[src/uart_decode_pkg.sv]
// Shared constants and types for the dual-channel register decoder
package uart_decode_pkg;
  // ************************************************
  // Register addresses within a channel
  // ************************************************
  localparam logic [2:0] A_HOLD = 3'h0;
  localparam logic [2:0] A_IER  = 3'h1;
  localparam logic [2:0] A_ISR  = 3'h2;
  localparam logic [2:0] A_LCR  = 3'h3;
  localparam logic [2:0] A_MCR  = 3'h4;
  localparam logic [2:0] A_LSR  = 3'h5;
  localparam logic [2:0] A_MSR  = 3'h6;
  localparam logic [2:0] A_SPR  = 3'h7;
  // ************************************************
  // Field positions, keys and masks
  // ************************************************
  localparam int         LCR_DIV   = 7;
  localparam int         MCR_LOOP  = 4;
  localparam int         MCR_RTS   = 1;
  localparam int         MCR_DTR   = 0;
  localparam int         EFR_ENH   = 4;
  localparam int         FEATURE_CONTROL_SWAP = 6;
  localparam logic [7:0] ENH_KEY   = 8'hBF;
  localparam logic [7:0] RST_VAL   = 8'h00;
  localparam logic [7:0] IER_EXT   = 8'hF0;
  localparam logic [7:0] ISR_EXT   = 8'h30;
  localparam logic [7:0] FCR_EXT   = 8'h30;
  localparam logic [7:0] MCR_EXT   = 8'hE0;
  // ************************************************
  // Decoded register selection
  // ************************************************
  typedef enum logic [4:0] {
    SEL_HOLD, SEL_DLL, SEL_DLM, SEL_AFR, SEL_REV, SEL_ID,
    SEL_IER, SEL_ISR_FCR, SEL_LCR, SEL_MCR, SEL_LSR, SEL_MSR,
    SEL_SPR, SEL_FIFO_LEVEL_COUNT_ENHANCED_MODE_SELECT, SEL_TRG_FC, SEL_FEATURE_CONTROL, SEL_EFR,
    SEL_XON1, SEL_XON2, SEL_XOFF1, SEL_XOFF2
  } reg_sel_t;
endpackage

[src/uart_register_decode_loopback.sv]
// Dual UART channel register decode with internal loopback
// Overview of operation
// - Modem control loop bit enters, clear leaves
// - In loopback transmit shifter feeds receive shifter
// - Loopback: TX high, RTS/DTR off, modem ignored
// - Loopback keeps every other channel function alive
// - Chip/channel select plus three address lines
// - Address 0 normal bank: receive/transmit holding
// - Divisor bank: divisor low, high, alternate function
// - Zero divisor: read revision and identification codes
// - Address 1 normal bank: interrupt enable
// - Address 2: read status, write FIFO control
// - Address 3 line control; 4 modem control
// - Addresses 5,6 read status; writes ignored
// - Address 7, swap bit clear: scratch byte
// - Address 7, swap bit set: level/mode select
// - Key bank address 0: trigger / level count
// - Key bank: feature control, enhanced function
// - Key bank 4-7: two resume, two pause chars
// - Extended bits usable only with enhance bit
module uart_register_decode_loopback #(
  parameter logic [7:0] REV_CODE = 8'h01, // Arbitrary value
  parameter logic [7:0] DEV_ID   = 8'h5A  // Arbitrary value
) (
  input  wire logic                      clk_sys_in,
  input  wire logic                      rst_in,
  input  wire logic                      cs_n_in,
  input  wire logic                      channel_select_in,
  input  wire logic [2:0]                addr_in,
  input  wire logic                      rd_n_in,
  input  wire logic                      wr_n_in,
  input  wire logic [7:0]                data_in,
  output logic      [7:0]                data_out,
  output logic                           data_oe_n_out,
  input  wire logic [1:0]                rx_pin_in,
  input  wire logic [7:0]                modem_n_in,
  input  wire logic [1:0]                tx_shift_in,
  output logic      [1:0]                tx_pin_out,
  output logic      [1:0]                rts_n_out,
  output logic      [1:0]                dtr_n_out,
  output logic      [1:0]                rx_shift_out,
  input  wire logic [15:0]               core_rx_data_in,
  input  wire logic [15:0]               core_line_status_in,
  input  wire logic [15:0]               core_int_status_in,
  input  wire logic [15:0]               core_fifo_level_in,
  output logic                           core_rd_out,
  output logic                           core_rd_chan_out,
  output logic                           core_wr_out,
  output logic                           core_wr_chan_out,
  output uart_decode_pkg::reg_sel_t      core_wr_sel_out,
  output logic      [7:0]                core_wr_data_out
);
  // ************************************************
  // State
  // ************************************************
  typedef struct packed {
    logic [14:0]      bus_s1;
    logic [14:0]      bus_s2;
    logic             rd_n_q;
    logic             wr_n_q;
    logic [1:0]       rx_s1;
    logic [1:0]       rx_s2;
    logic [7:0]       mod_s1;
    logic [7:0]       mod_s2;
    logic [7:0]       mod_prev;
    logic [1:0][3:0]  delta;
    logic [1:0][7:0]  line_control;
    logic [1:0][7:0]  modem_control;
    logic [1:0][7:0]  interrupt_enable;
    logic [1:0][7:0]  enhanced_function;
    logic [1:0][7:0]  feature_control;
    logic [1:0][7:0]  alternate_function;
    logic [1:0][7:0]  dll;
    logic [1:0][7:0]  divisor_high;
    logic [1:0][7:0]  scratch_byte;
    logic [1:0][3:0][7:0] flow;
    logic [7:0]       dout;
    logic             doe_n;
    logic [1:0]       tx;
    logic [1:0]       rts_n;
    logic [1:0]       dtr_n;
    logic [1:0]       rx_shift;
    logic             c_rd;
    logic             c_rd_ch;
    logic             c_wr;
    logic             c_wr_ch;
    uart_decode_pkg::reg_sel_t c_wr_sel;
    logic [7:0]       c_wr_data;
  } state_t;

  state_t q;
  state_t n;

  // ************************************************
  // Helpers
  // ************************************************
  function automatic uart_decode_pkg::reg_sel_t decode(
    input logic [2:0] a,
    input logic [7:0] line_control,
    input logic       swap,
    input logic       div_zero,
    input logic       is_read
  );
    uart_decode_pkg::reg_sel_t s;
    s = uart_decode_pkg::SEL_LCR;
    if (line_control == uart_decode_pkg::ENH_KEY) begin
      unique case (a)
        3'h0: s = uart_decode_pkg::SEL_TRG_FC;
        3'h1: s = uart_decode_pkg::SEL_FEATURE_CONTROL;
        3'h2: s = uart_decode_pkg::SEL_EFR;
        3'h3: s = uart_decode_pkg::SEL_LCR;
        3'h4: s = uart_decode_pkg::SEL_XON1;
        3'h5: s = uart_decode_pkg::SEL_XON2;
        3'h6: s = uart_decode_pkg::SEL_XOFF1;
        3'h7: s = uart_decode_pkg::SEL_XOFF2;
      endcase
    end else begin
      unique case (a)
        3'h0: begin
          if (line_control[uart_decode_pkg::LCR_DIV]) begin
            s = (div_zero && is_read) ? uart_decode_pkg::SEL_REV : uart_decode_pkg::SEL_DLL;
          end else begin
            s = uart_decode_pkg::SEL_HOLD;
          end
        end
        3'h1: begin
          if (line_control[uart_decode_pkg::LCR_DIV]) begin
            s = (div_zero && is_read) ? uart_decode_pkg::SEL_ID : uart_decode_pkg::SEL_DLM;
          end else begin
            s = uart_decode_pkg::SEL_IER;
          end
        end
        3'h2: s = line_control[uart_decode_pkg::LCR_DIV] ? uart_decode_pkg::SEL_AFR
                                              : uart_decode_pkg::SEL_ISR_FCR;
        3'h3: s = uart_decode_pkg::SEL_LCR;
        3'h4: s = uart_decode_pkg::SEL_MCR;
        3'h5: s = uart_decode_pkg::SEL_LSR;
        3'h6: s = uart_decode_pkg::SEL_MSR;
        3'h7: s = swap ? uart_decode_pkg::SEL_FIFO_LEVEL_COUNT_ENHANCED_MODE_SELECT
                       : uart_decode_pkg::SEL_SPR;
      endcase
    end
    return s;
  endfunction

  // Extended bits pass only with the enhance bit on
  function automatic logic [7:0] rd_gate(
    input logic [7:0] v,
    input logic [7:0] mask,
    input logic       enh
  );
    return enh ? v : (v & ~mask);
  endfunction

  function automatic logic [7:0] wr_gate(
    input logic [7:0] v,
    input logic [7:0] old,
    input logic [7:0] mask,
    input logic       enh
  );
    return enh ? v : ((v & ~mask) | (old & mask));
  endfunction

  // Decoded view of the synchronised bus
  logic                      cs_n;
  logic                      ch;
  logic [2:0]                addr;
  logic                      rd_n;
  logic                      wr_n;
  logic [7:0]                din;
  logic                      rd_act;
  logic                      rd_fall;
  logic                      wr_rise;
  logic                      enh;
  logic                      div_zero;
  uart_decode_pkg::reg_sel_t sel_r;
  uart_decode_pkg::reg_sel_t sel_w;

  always_comb begin
    cs_n     = q.bus_s2[14];
    ch       = q.bus_s2[13];
    addr     = q.bus_s2[12:10];
    rd_n     = q.bus_s2[9];
    wr_n     = q.bus_s2[8];
    din      = q.bus_s2[7:0];
    rd_act   = !rd_n && !cs_n;
    rd_fall  = q.rd_n_q && rd_act;
    wr_rise  = !q.wr_n_q && wr_n && !cs_n;
    enh      = q.enhanced_function[ch][uart_decode_pkg::EFR_ENH];
    div_zero = (q.dll[ch] == 8'h00) && (q.divisor_high[ch] == 8'h00);
    sel_r    = decode(addr, q.line_control[ch], q.feature_control[ch][uart_decode_pkg::FEATURE_CONTROL_SWAP], div_zero, 1'b1);
    sel_w    = decode(addr, q.line_control[ch], q.feature_control[ch][uart_decode_pkg::FEATURE_CONTROL_SWAP], div_zero, 1'b0);
  end

  // ************************************************
  // Next state
  // ************************************************
  always_comb begin
    logic [7:0] rdata;
    logic [3:0] chg;
    logic       loop;
    rdata = 8'h00;
    chg   = 4'h0;
    loop  = 1'b0;
    n     = q;
    // Bus, receive and modem pins cross two flops; only the second is read
    n.bus_s1 = {cs_n_in, channel_select_in, addr_in, rd_n_in, wr_n_in, data_in};
    n.bus_s2 = q.bus_s1;
    n.rd_n_q = rd_n;
    n.wr_n_q = wr_n;
    n.rx_s1  = rx_pin_in;
    n.rx_s2  = q.rx_s1;
    n.mod_s1 = modem_n_in;
    n.mod_s2 = q.mod_s1;
    n.mod_prev = q.mod_s2;
    n.c_rd   = 1'b0;
    n.c_wr   = 1'b0;

    for (int c = 0; c < 2; c++) begin
      loop = q.modem_control[c][uart_decode_pkg::MCR_LOOP];
      // Modem changes ignored while looped
      chg = loop ? 4'h0 : (q.mod_s2[c*4 +: 4] ^ q.mod_prev[c*4 +: 4]);
      // A change landing on the clearing read still sticks
      if (rd_fall && ch == c && sel_r == uart_decode_pkg::SEL_MSR) begin
        n.delta[c] = chg;
      end else begin
        n.delta[c] = q.delta[c] | chg;
      end
      n.tx[c]       = loop ? 1'b1 : tx_shift_in[c];
      n.rts_n[c]    = loop ? 1'b1 : !q.modem_control[c][uart_decode_pkg::MCR_RTS];
      n.dtr_n[c]    = loop ? 1'b1 : !q.modem_control[c][uart_decode_pkg::MCR_DTR];
      n.rx_shift[c] = loop ? tx_shift_in[c] : q.rx_s2[c];
    end

    // Read data path
    unique case (sel_r)
      uart_decode_pkg::SEL_HOLD:      rdata = core_rx_data_in[ch*8 +: 8];
      uart_decode_pkg::SEL_DLL:       rdata = q.dll[ch];
      uart_decode_pkg::SEL_DLM:       rdata = q.divisor_high[ch];
      uart_decode_pkg::SEL_AFR:       rdata = q.alternate_function[ch];
      uart_decode_pkg::SEL_REV:       rdata = REV_CODE;
      uart_decode_pkg::SEL_ID:        rdata = DEV_ID;
      uart_decode_pkg::SEL_IER:       rdata = rd_gate(q.interrupt_enable[ch], uart_decode_pkg::IER_EXT, enh);
      uart_decode_pkg::SEL_ISR_FCR:   rdata = rd_gate(core_int_status_in[ch*8 +: 8],
                                                      uart_decode_pkg::ISR_EXT, enh);
      uart_decode_pkg::SEL_LCR:       rdata = q.line_control[ch];
      uart_decode_pkg::SEL_MCR:       rdata = rd_gate(q.modem_control[ch], uart_decode_pkg::MCR_EXT, enh);
      uart_decode_pkg::SEL_LSR:       rdata = core_line_status_in[ch*8 +: 8];
      uart_decode_pkg::SEL_MSR: begin
        rdata[7:4] = q.modem_control[ch][uart_decode_pkg::MCR_LOOP] ? 4'h0 : ~q.mod_s2[ch*4 +: 4];
        rdata[3:0] = q.delta[ch];
      end
      uart_decode_pkg::SEL_SPR:       rdata = q.scratch_byte[ch];
      uart_decode_pkg::SEL_FIFO_LEVEL_COUNT_ENHANCED_MODE_SELECT: rdata = core_fifo_level_in[ch*8 +: 8];
      uart_decode_pkg::SEL_TRG_FC:    rdata = core_fifo_level_in[ch*8 +: 8];
      uart_decode_pkg::SEL_FEATURE_CONTROL:      rdata = q.feature_control[ch];
      uart_decode_pkg::SEL_EFR:       rdata = q.enhanced_function[ch];
      uart_decode_pkg::SEL_XON1:      rdata = q.flow[ch][0];
      uart_decode_pkg::SEL_XON2:      rdata = q.flow[ch][1];
      uart_decode_pkg::SEL_XOFF1:     rdata = q.flow[ch][2];
      uart_decode_pkg::SEL_XOFF2:     rdata = q.flow[ch][3];
    endcase
    n.dout  = rdata;
    n.doe_n = !rd_act;
    if (rd_fall && sel_r == uart_decode_pkg::SEL_HOLD) begin
      n.c_rd    = 1'b1;
      n.c_rd_ch = ch;
    end

    // Write path; status addresses simply fall through
    if (wr_rise) begin
      unique case (sel_w)
        uart_decode_pkg::SEL_DLL:   n.dll[ch] = din;
        uart_decode_pkg::SEL_DLM:   n.divisor_high[ch] = din;
        uart_decode_pkg::SEL_AFR:   n.alternate_function[ch] = din;
        uart_decode_pkg::SEL_IER:   n.interrupt_enable[ch] = wr_gate(din, q.interrupt_enable[ch],
                                                         uart_decode_pkg::IER_EXT, enh);
        uart_decode_pkg::SEL_LCR:   n.line_control[ch] = din;
        uart_decode_pkg::SEL_MCR:   n.modem_control[ch] = wr_gate(din, q.modem_control[ch],
                                                         uart_decode_pkg::MCR_EXT, enh);
        uart_decode_pkg::SEL_SPR:   n.scratch_byte[ch] = din;
        uart_decode_pkg::SEL_FEATURE_CONTROL:  n.feature_control[ch] = din;
        uart_decode_pkg::SEL_EFR:   n.enhanced_function[ch] = din;
        uart_decode_pkg::SEL_XON1:  n.flow[ch][0] = din;
        uart_decode_pkg::SEL_XON2:  n.flow[ch][1] = din;
        uart_decode_pkg::SEL_XOFF1: n.flow[ch][2] = din;
        uart_decode_pkg::SEL_XOFF2: n.flow[ch][3] = din;
        uart_decode_pkg::SEL_HOLD,
        uart_decode_pkg::SEL_ISR_FCR,
        uart_decode_pkg::SEL_FIFO_LEVEL_COUNT_ENHANCED_MODE_SELECT,
        uart_decode_pkg::SEL_TRG_FC: begin
          n.c_wr     = 1'b1;
          n.c_wr_ch  = ch;
          n.c_wr_sel = sel_w;
          n.c_wr_data = (sel_w == uart_decode_pkg::SEL_ISR_FCR)
                        ? rd_gate(din, uart_decode_pkg::FCR_EXT, enh) : din;
        end
        default: ;
      endcase
    end
  end

  // ************************************************
  // Registers
  // ************************************************
  always_ff @(posedge clk_sys_in) begin
    if (rst_in) begin
      q          <= '0;
      q.bus_s1   <= 15'h7FFF;
      q.bus_s2   <= 15'h7FFF;
      q.rd_n_q   <= 1'b1;
      q.wr_n_q   <= 1'b1;
      q.doe_n    <= 1'b1;
      q.tx       <= 2'h3;
      q.rts_n    <= 2'h3;
      q.dtr_n    <= 2'h3;
      q.rx_shift <= 2'h3;
      // Idle levels, so no false change or break follows reset
      q.rx_s1    <= 2'h3;
      q.rx_s2    <= 2'h3;
      q.mod_s1   <= 8'hFF;
      q.mod_s2   <= 8'hFF;
      q.mod_prev <= 8'hFF;
      q.line_control      <= {2{uart_decode_pkg::RST_VAL}};
    end else begin
      q <= n;
    end
  end

  assign data_out         = q.dout;
  assign data_oe_n_out    = q.doe_n;
  assign tx_pin_out       = q.tx;
  assign rts_n_out        = q.rts_n;
  assign dtr_n_out        = q.dtr_n;
  assign rx_shift_out     = q.rx_shift;
  assign core_rd_out      = q.c_rd;
  assign core_rd_chan_out = q.c_rd_ch;
  assign core_wr_out      = q.c_wr;
  assign core_wr_chan_out = q.c_wr_ch;
  assign core_wr_sel_out  = q.c_wr_sel;
  assign core_wr_data_out = q.c_wr_data;
endmodule

[config.mk]
export PLATFORM = sky130hd
export DESIGN_NAME = uart_register_decode_loopback
export DESIGN_NICKNAME = d
export VERILOG_FILES = /design/src/uart_decode_pkg.sv /design/src/uart_register_decode_loopback.sv
export SDC_FILE = /design/constraint.sdc
export NUM_CORES = 1
export LEC_CHECK = 0
export BUFFER_PORTS_ARGS = -buffer_cell sky130_fd_sc_hd__buf_2
export CAP_MARGIN = 5
export CELL_PAD_IN_SITES_DETAIL_PLACEMENT = 1
export CELL_PAD_IN_SITES_GLOBAL_PLACEMENT = 1
export CORE_MARGIN = 2
export CORE_UTILIZATION = 35
export DETAILED_ROUTE_END_ITERATION = 8
export HOLD_SLACK_MARGIN = 0.12
export PLACE_DENSITY = 0.65
export SLEW_MARGIN = 15
export SYNTH_ARGS = -nofsm -noshare
export SYNTH_HDL_FRONTEND = slang
export SYNTH_SLANG_ARGS = --single-unit
export TNS_END_PERCENT = 20
[constraint.sdc]
create_clock -name clk_sys_in -period 4.7 [get_ports clk_sys_in]
set_input_delay 0.235 -clock clk_sys_in [delete_from_list [all_inputs] [get_ports clk_sys_in]]
set_output_delay 0.235 -clock clk_sys_in [all_outputs]
set_load 0.02 [all_outputs]
==> impl_results.md <==
* Outcome: completed
* Slew HR at between 40% and 50%
* Synth Area in XOR/XNOR at less than 1%
* Post-Synth Simple-Gate Area at ~17%
* Post-synth EDFFs at 0
* Hold crit path type: in2reg
* First-pass GRT wire length at 74100 microns
* Setup crit end kind: flip-flop
* VDD IR max at between 200 and 300 uV
* Worst reg2reg path depth at 12
* Buf/Inv on CP at 4
* Data arrival, critical path at a little under 5000 ps
* Area of the multi-input gates at roughly 0.0073 sq mm
* Setup Skew at between 20 and 25 ps
* Final period util at a little over nine tenths
* Int Power at ~0.0046 W
* Vias in the first global route at about 12000
* TNS Setup at 0 ps
* PwrDens at approximately 360 mW/mm^2
* Hold path depth at 5
* Detailed Routing Iterations Pass 1 at 5
* CP max stage cell: dfxtp_4
* WL/cell at between 20 and 25 microns
* RSZ-0062 raised after global routing: false
* First DRT Iteration DRCs at approximately 860
* Fillcell total at around 4600
* Compound-cell area share of the yosys netlist at 10.57%
* Crit Reg-Reg Endpoint: data_out[0]
* Clock group share of total power at between 40% and 50%
* IO Port Bufs at approximately 130
* Synthesized cell area at around 0.014 sq mm
* Final setup fails at 0
* Placed cell areas at about 0.015 sq mm
* Critical Path Source Type: flip-flop
* Antenna violations before repair at 3
* Via density at 5.394
* Switching pwr at around 0.0015 W
* Tmin final at between 4000 and 5000 ps
* Worst endpoint required time at 5150 ps
* Yosys reg bits at around 320
* Switch share at 24.38%
* Register area share after synthesis at ~44%
* Initial Util at 35.27%
* CP peak stage delay at approximately 690 ps
* Placer congestion estimate at between 0.9 and 1
* CP cell instances: inv_2 > buf_4 > nor3_2 > nor2_1 > a31oi_1 > buf_4 > o22ai_1 > a211oi_1 > o211ai_1 > nor4b_1 > o32ai_1 > dlygate4sd3_1
* Met1 usage at 30.32%
* CTS Buffer Depth at 3
* Met3 Use GR at between 4 and 5%
* Share of layout cells above drive strength 1 at between 20% and 30%
* Grt ovf at 0
* FF-to-FF Start: ch
* Leading cell types in the layout, fill and taps excluded: dfxtp_1, mux2i_1, nor2_1
* Pin slew with the least headroom to its limit at approximately 900 ps
* N_diodes at 0
* Comb pwr share at ~6.3%
* Critical Path Most Common Cell: buf_4
* Register area at about 0.0063 sq mm
* Crit path kind: reg2reg
* CTS Sinks at 315
* Cell taking the most area after synthesis: dfxtp_1
* Fmax at around 0.22 GHz
* Largest net degree at the start of global routing at roughly 210
* Max-cap violations at 0
* Worst Setup SP: ch
* Met2 usage at 38.17%
* Num CTS Buffers at 37
* Sequential power share at ~46%
* Commonest non-fill, non-tap cell in the layout: dfxtp_1
* Core area at about 0.041 sq mm
* Share of Yosys cell area claimed by the top area cell type at between 40% and 50%
* CTS Root Cell: clkbuf_16
* Final hold violations at 0
* Adder-Cell Fraction of Synth Area at less than 1%
* Max H-tree Level at 2
* Cells after synthesis at 1508
* Fin nets at about 1700
* Vias at between 10000 and 15000
* Worst-Skew Late Latency at between 500 and 600 ps
* Worst setup path endpoint: data_out[0]
* Area growth syn-to-layout at 18.41%
* Rows at 74
* TritonCTS clock tree: built
* Routed Antenna Nets at 0
* Die area at 0.04250 sq mm
* Gr busiest metal: met2
* DRC viols at 0
* Ys flop type: dfxtp_1
* Worst R2R Setup Slack at between 150 and 200 ps
* Critical path peak fanout at 29
* Die span in x at just over 200 microns
* Final Cell Area at approximately 0.017 sq mm
* Drt total wl at ~50000 microns
* Postcts setup bufs at 0
* Largest cells by area after synthesis: dfxtp_1, mux2i_1, nor2_1
* Critical path's top delay family: compound AO/OA/AOI/OAI gates
* Main combinational cell family by area after synthesis: multiplexers
* Syn. warnings at 0
* Post-Syn Nets at approximately 1600
* Ports at around 130
* Leak Pwr at 7.024 nW
* Post-DP HPWL at around 34000 microns
* Max-slew violation count at 0
* Instance count on the critical path at 12
* Worst-path clk slew at approximately 70 ps
* Chip height at 206.2 microns
* Average size of a mapped cell at 9.484 sq um
* Tot GR Track Use at approximately 23%
* Post-synthesis mux area share at between 20 and 25%
* Async SR Flop Fraction at 0%
* Count of cell types in the netlist at 83
-- through the flow --
step / utilization (%) / setup WS, ps / hold WS, ps / power (W) / std cells
after CTS: 41.73 / 220.4 / 120.5 / 0.006089 / 2185
after detailed placement: 37.86 / 755.8 / 390.7 / 0.003159 / 2082
final: 41.76 / 182.6 / 144.3 / 0.006017 / 2185
after floorplan: - / 1776 / 333.8 / 0.003021 / 1508
after global routing: 41.76 / 6.450 / 167.6 / 0.006227 / 2185
after global placement: 37.86 / 773.5 / 390.3 / 0.003154 / 2082
-- registers in the layout, summed over array words and instances (netlist names), named ones only --
register          count
n                    35
core_wr_chan_out      1
cs_n                  1
tx_pin_out            2
core_wr_out           1
rts_n_out             2
din                   8
q                   228
core_rd_out           1
ch                    1
core_rd_chan_out      1
data_oe_n_out         1
addr                  3
dtr_n_out             2
data_out              8
core_wr_sel_out       5
rx_shift_out          2
core_wr_data_out      8
-- layer usage --
layer  vias up  wire [microns]
li1       5538               -
met1      5892           22320
met2       272           23310
met3        77            2539
met4         6            1452
met5         -              44
-- final cells by class --
type | instances | area share, %
timing repair buffer | 210 | 8.105
sequential | 315 | 37.28
inverter | 11 | 0.2438
multi-input combinational | 1050 | 43.30
clock buffer | 51 | 6.191
clock inverter | 16 | 0.9457
tap | 532 | 3.931
-- cells in the mapped netlist (6+ instances only) --
| cell | number |
|---|---|
| buf_1 | 16 |
| nand2b_1 | 7 |
| mux4_2 | 12 |
| a21oi_1 | 64 |
| nor3_2 | 6 |
| o22ai_1 | 9 |
| or2_2 | 61 |
| a221oi_1 | 9 |
| buf_4 | 30 |
| mux2i_1 | 256 |
| nand4_1 | 8 |
| a31oi_1 | 9 |
| xor2_1 | 9 |
| and3_1 | 6 |
| nand3_1 | 20 |
| nor3_1 | 14 |
| buf_2 | 11 |
| inv_1 | 9 |
| o211ai_1 | 7 |
| nor2_2 | 7 |
| dfxtp_1 | 315 |
| o21ai_0 | 32 |
| nor4_1 | 18 |
| a22o_1 | 10 |
| a221o_1 | 9 |
| nor2_1 | 238 |
| a21o_1 | 8 |
| a22oi_1 | 6 |
| nand2_1 | 87 |
| a211oi_1 | 10 |
| or3_1 | 11 |
| clkbuf_1 | 72 |
| mux2_2 | 27 |
-- kinds of logic after synthesis --
kind of cell    Yosys count
mux                     296
compound gates          220
xor+xnor                 11
buf+inv                 143
fa+ha+maj                 5
simple gates            518
flops                   315
-- worst min-delay path by stage --
stage / from / end
2_1_floorplan: tx_shift_in[0] / tx_pin_out[0]
3_3_place_gp: n[282] / din[2]
3_5_place_dp: q[210] / dtr_n_out[0]
4_1_cts: core_line_status_in[7] / data_out[7]
5_1_grt: core_rx_data_in[2] / data_out[2]
6_report: core_fifo_level_in[15] / data_out[7]
-- what timing repair did --
action / in CTS / in global routing
hold endpoints to repair: 34 / 0
endpoints found under the setup margin: 0 / 4
resized for setup: 0 / 2
hold buffers: 36 / 0
-- worst register-to-register path: cells and delay by family, from the launching register on --
family	cells	cell delay (ps)
AOI/OAI and AO/OA	5	1350
and+or+nand+nor	3	1210
buffers and inverters	4	1160
DFF	1	690
-- power groups by stage --
stage	Combinational [W]	Clock (W)	Sequential, W
CTS	0.000375	0.00296	0.00275
global route	0.000407	0.00306	0.00276
global placement	0.000343	0	0.00281
detailed placement	0.000346	0	0.00281
floorplan	0.000239	0	0.00278
finish	0.000378	0.00289	0.00275
Power figures use the tool's default switching activity.
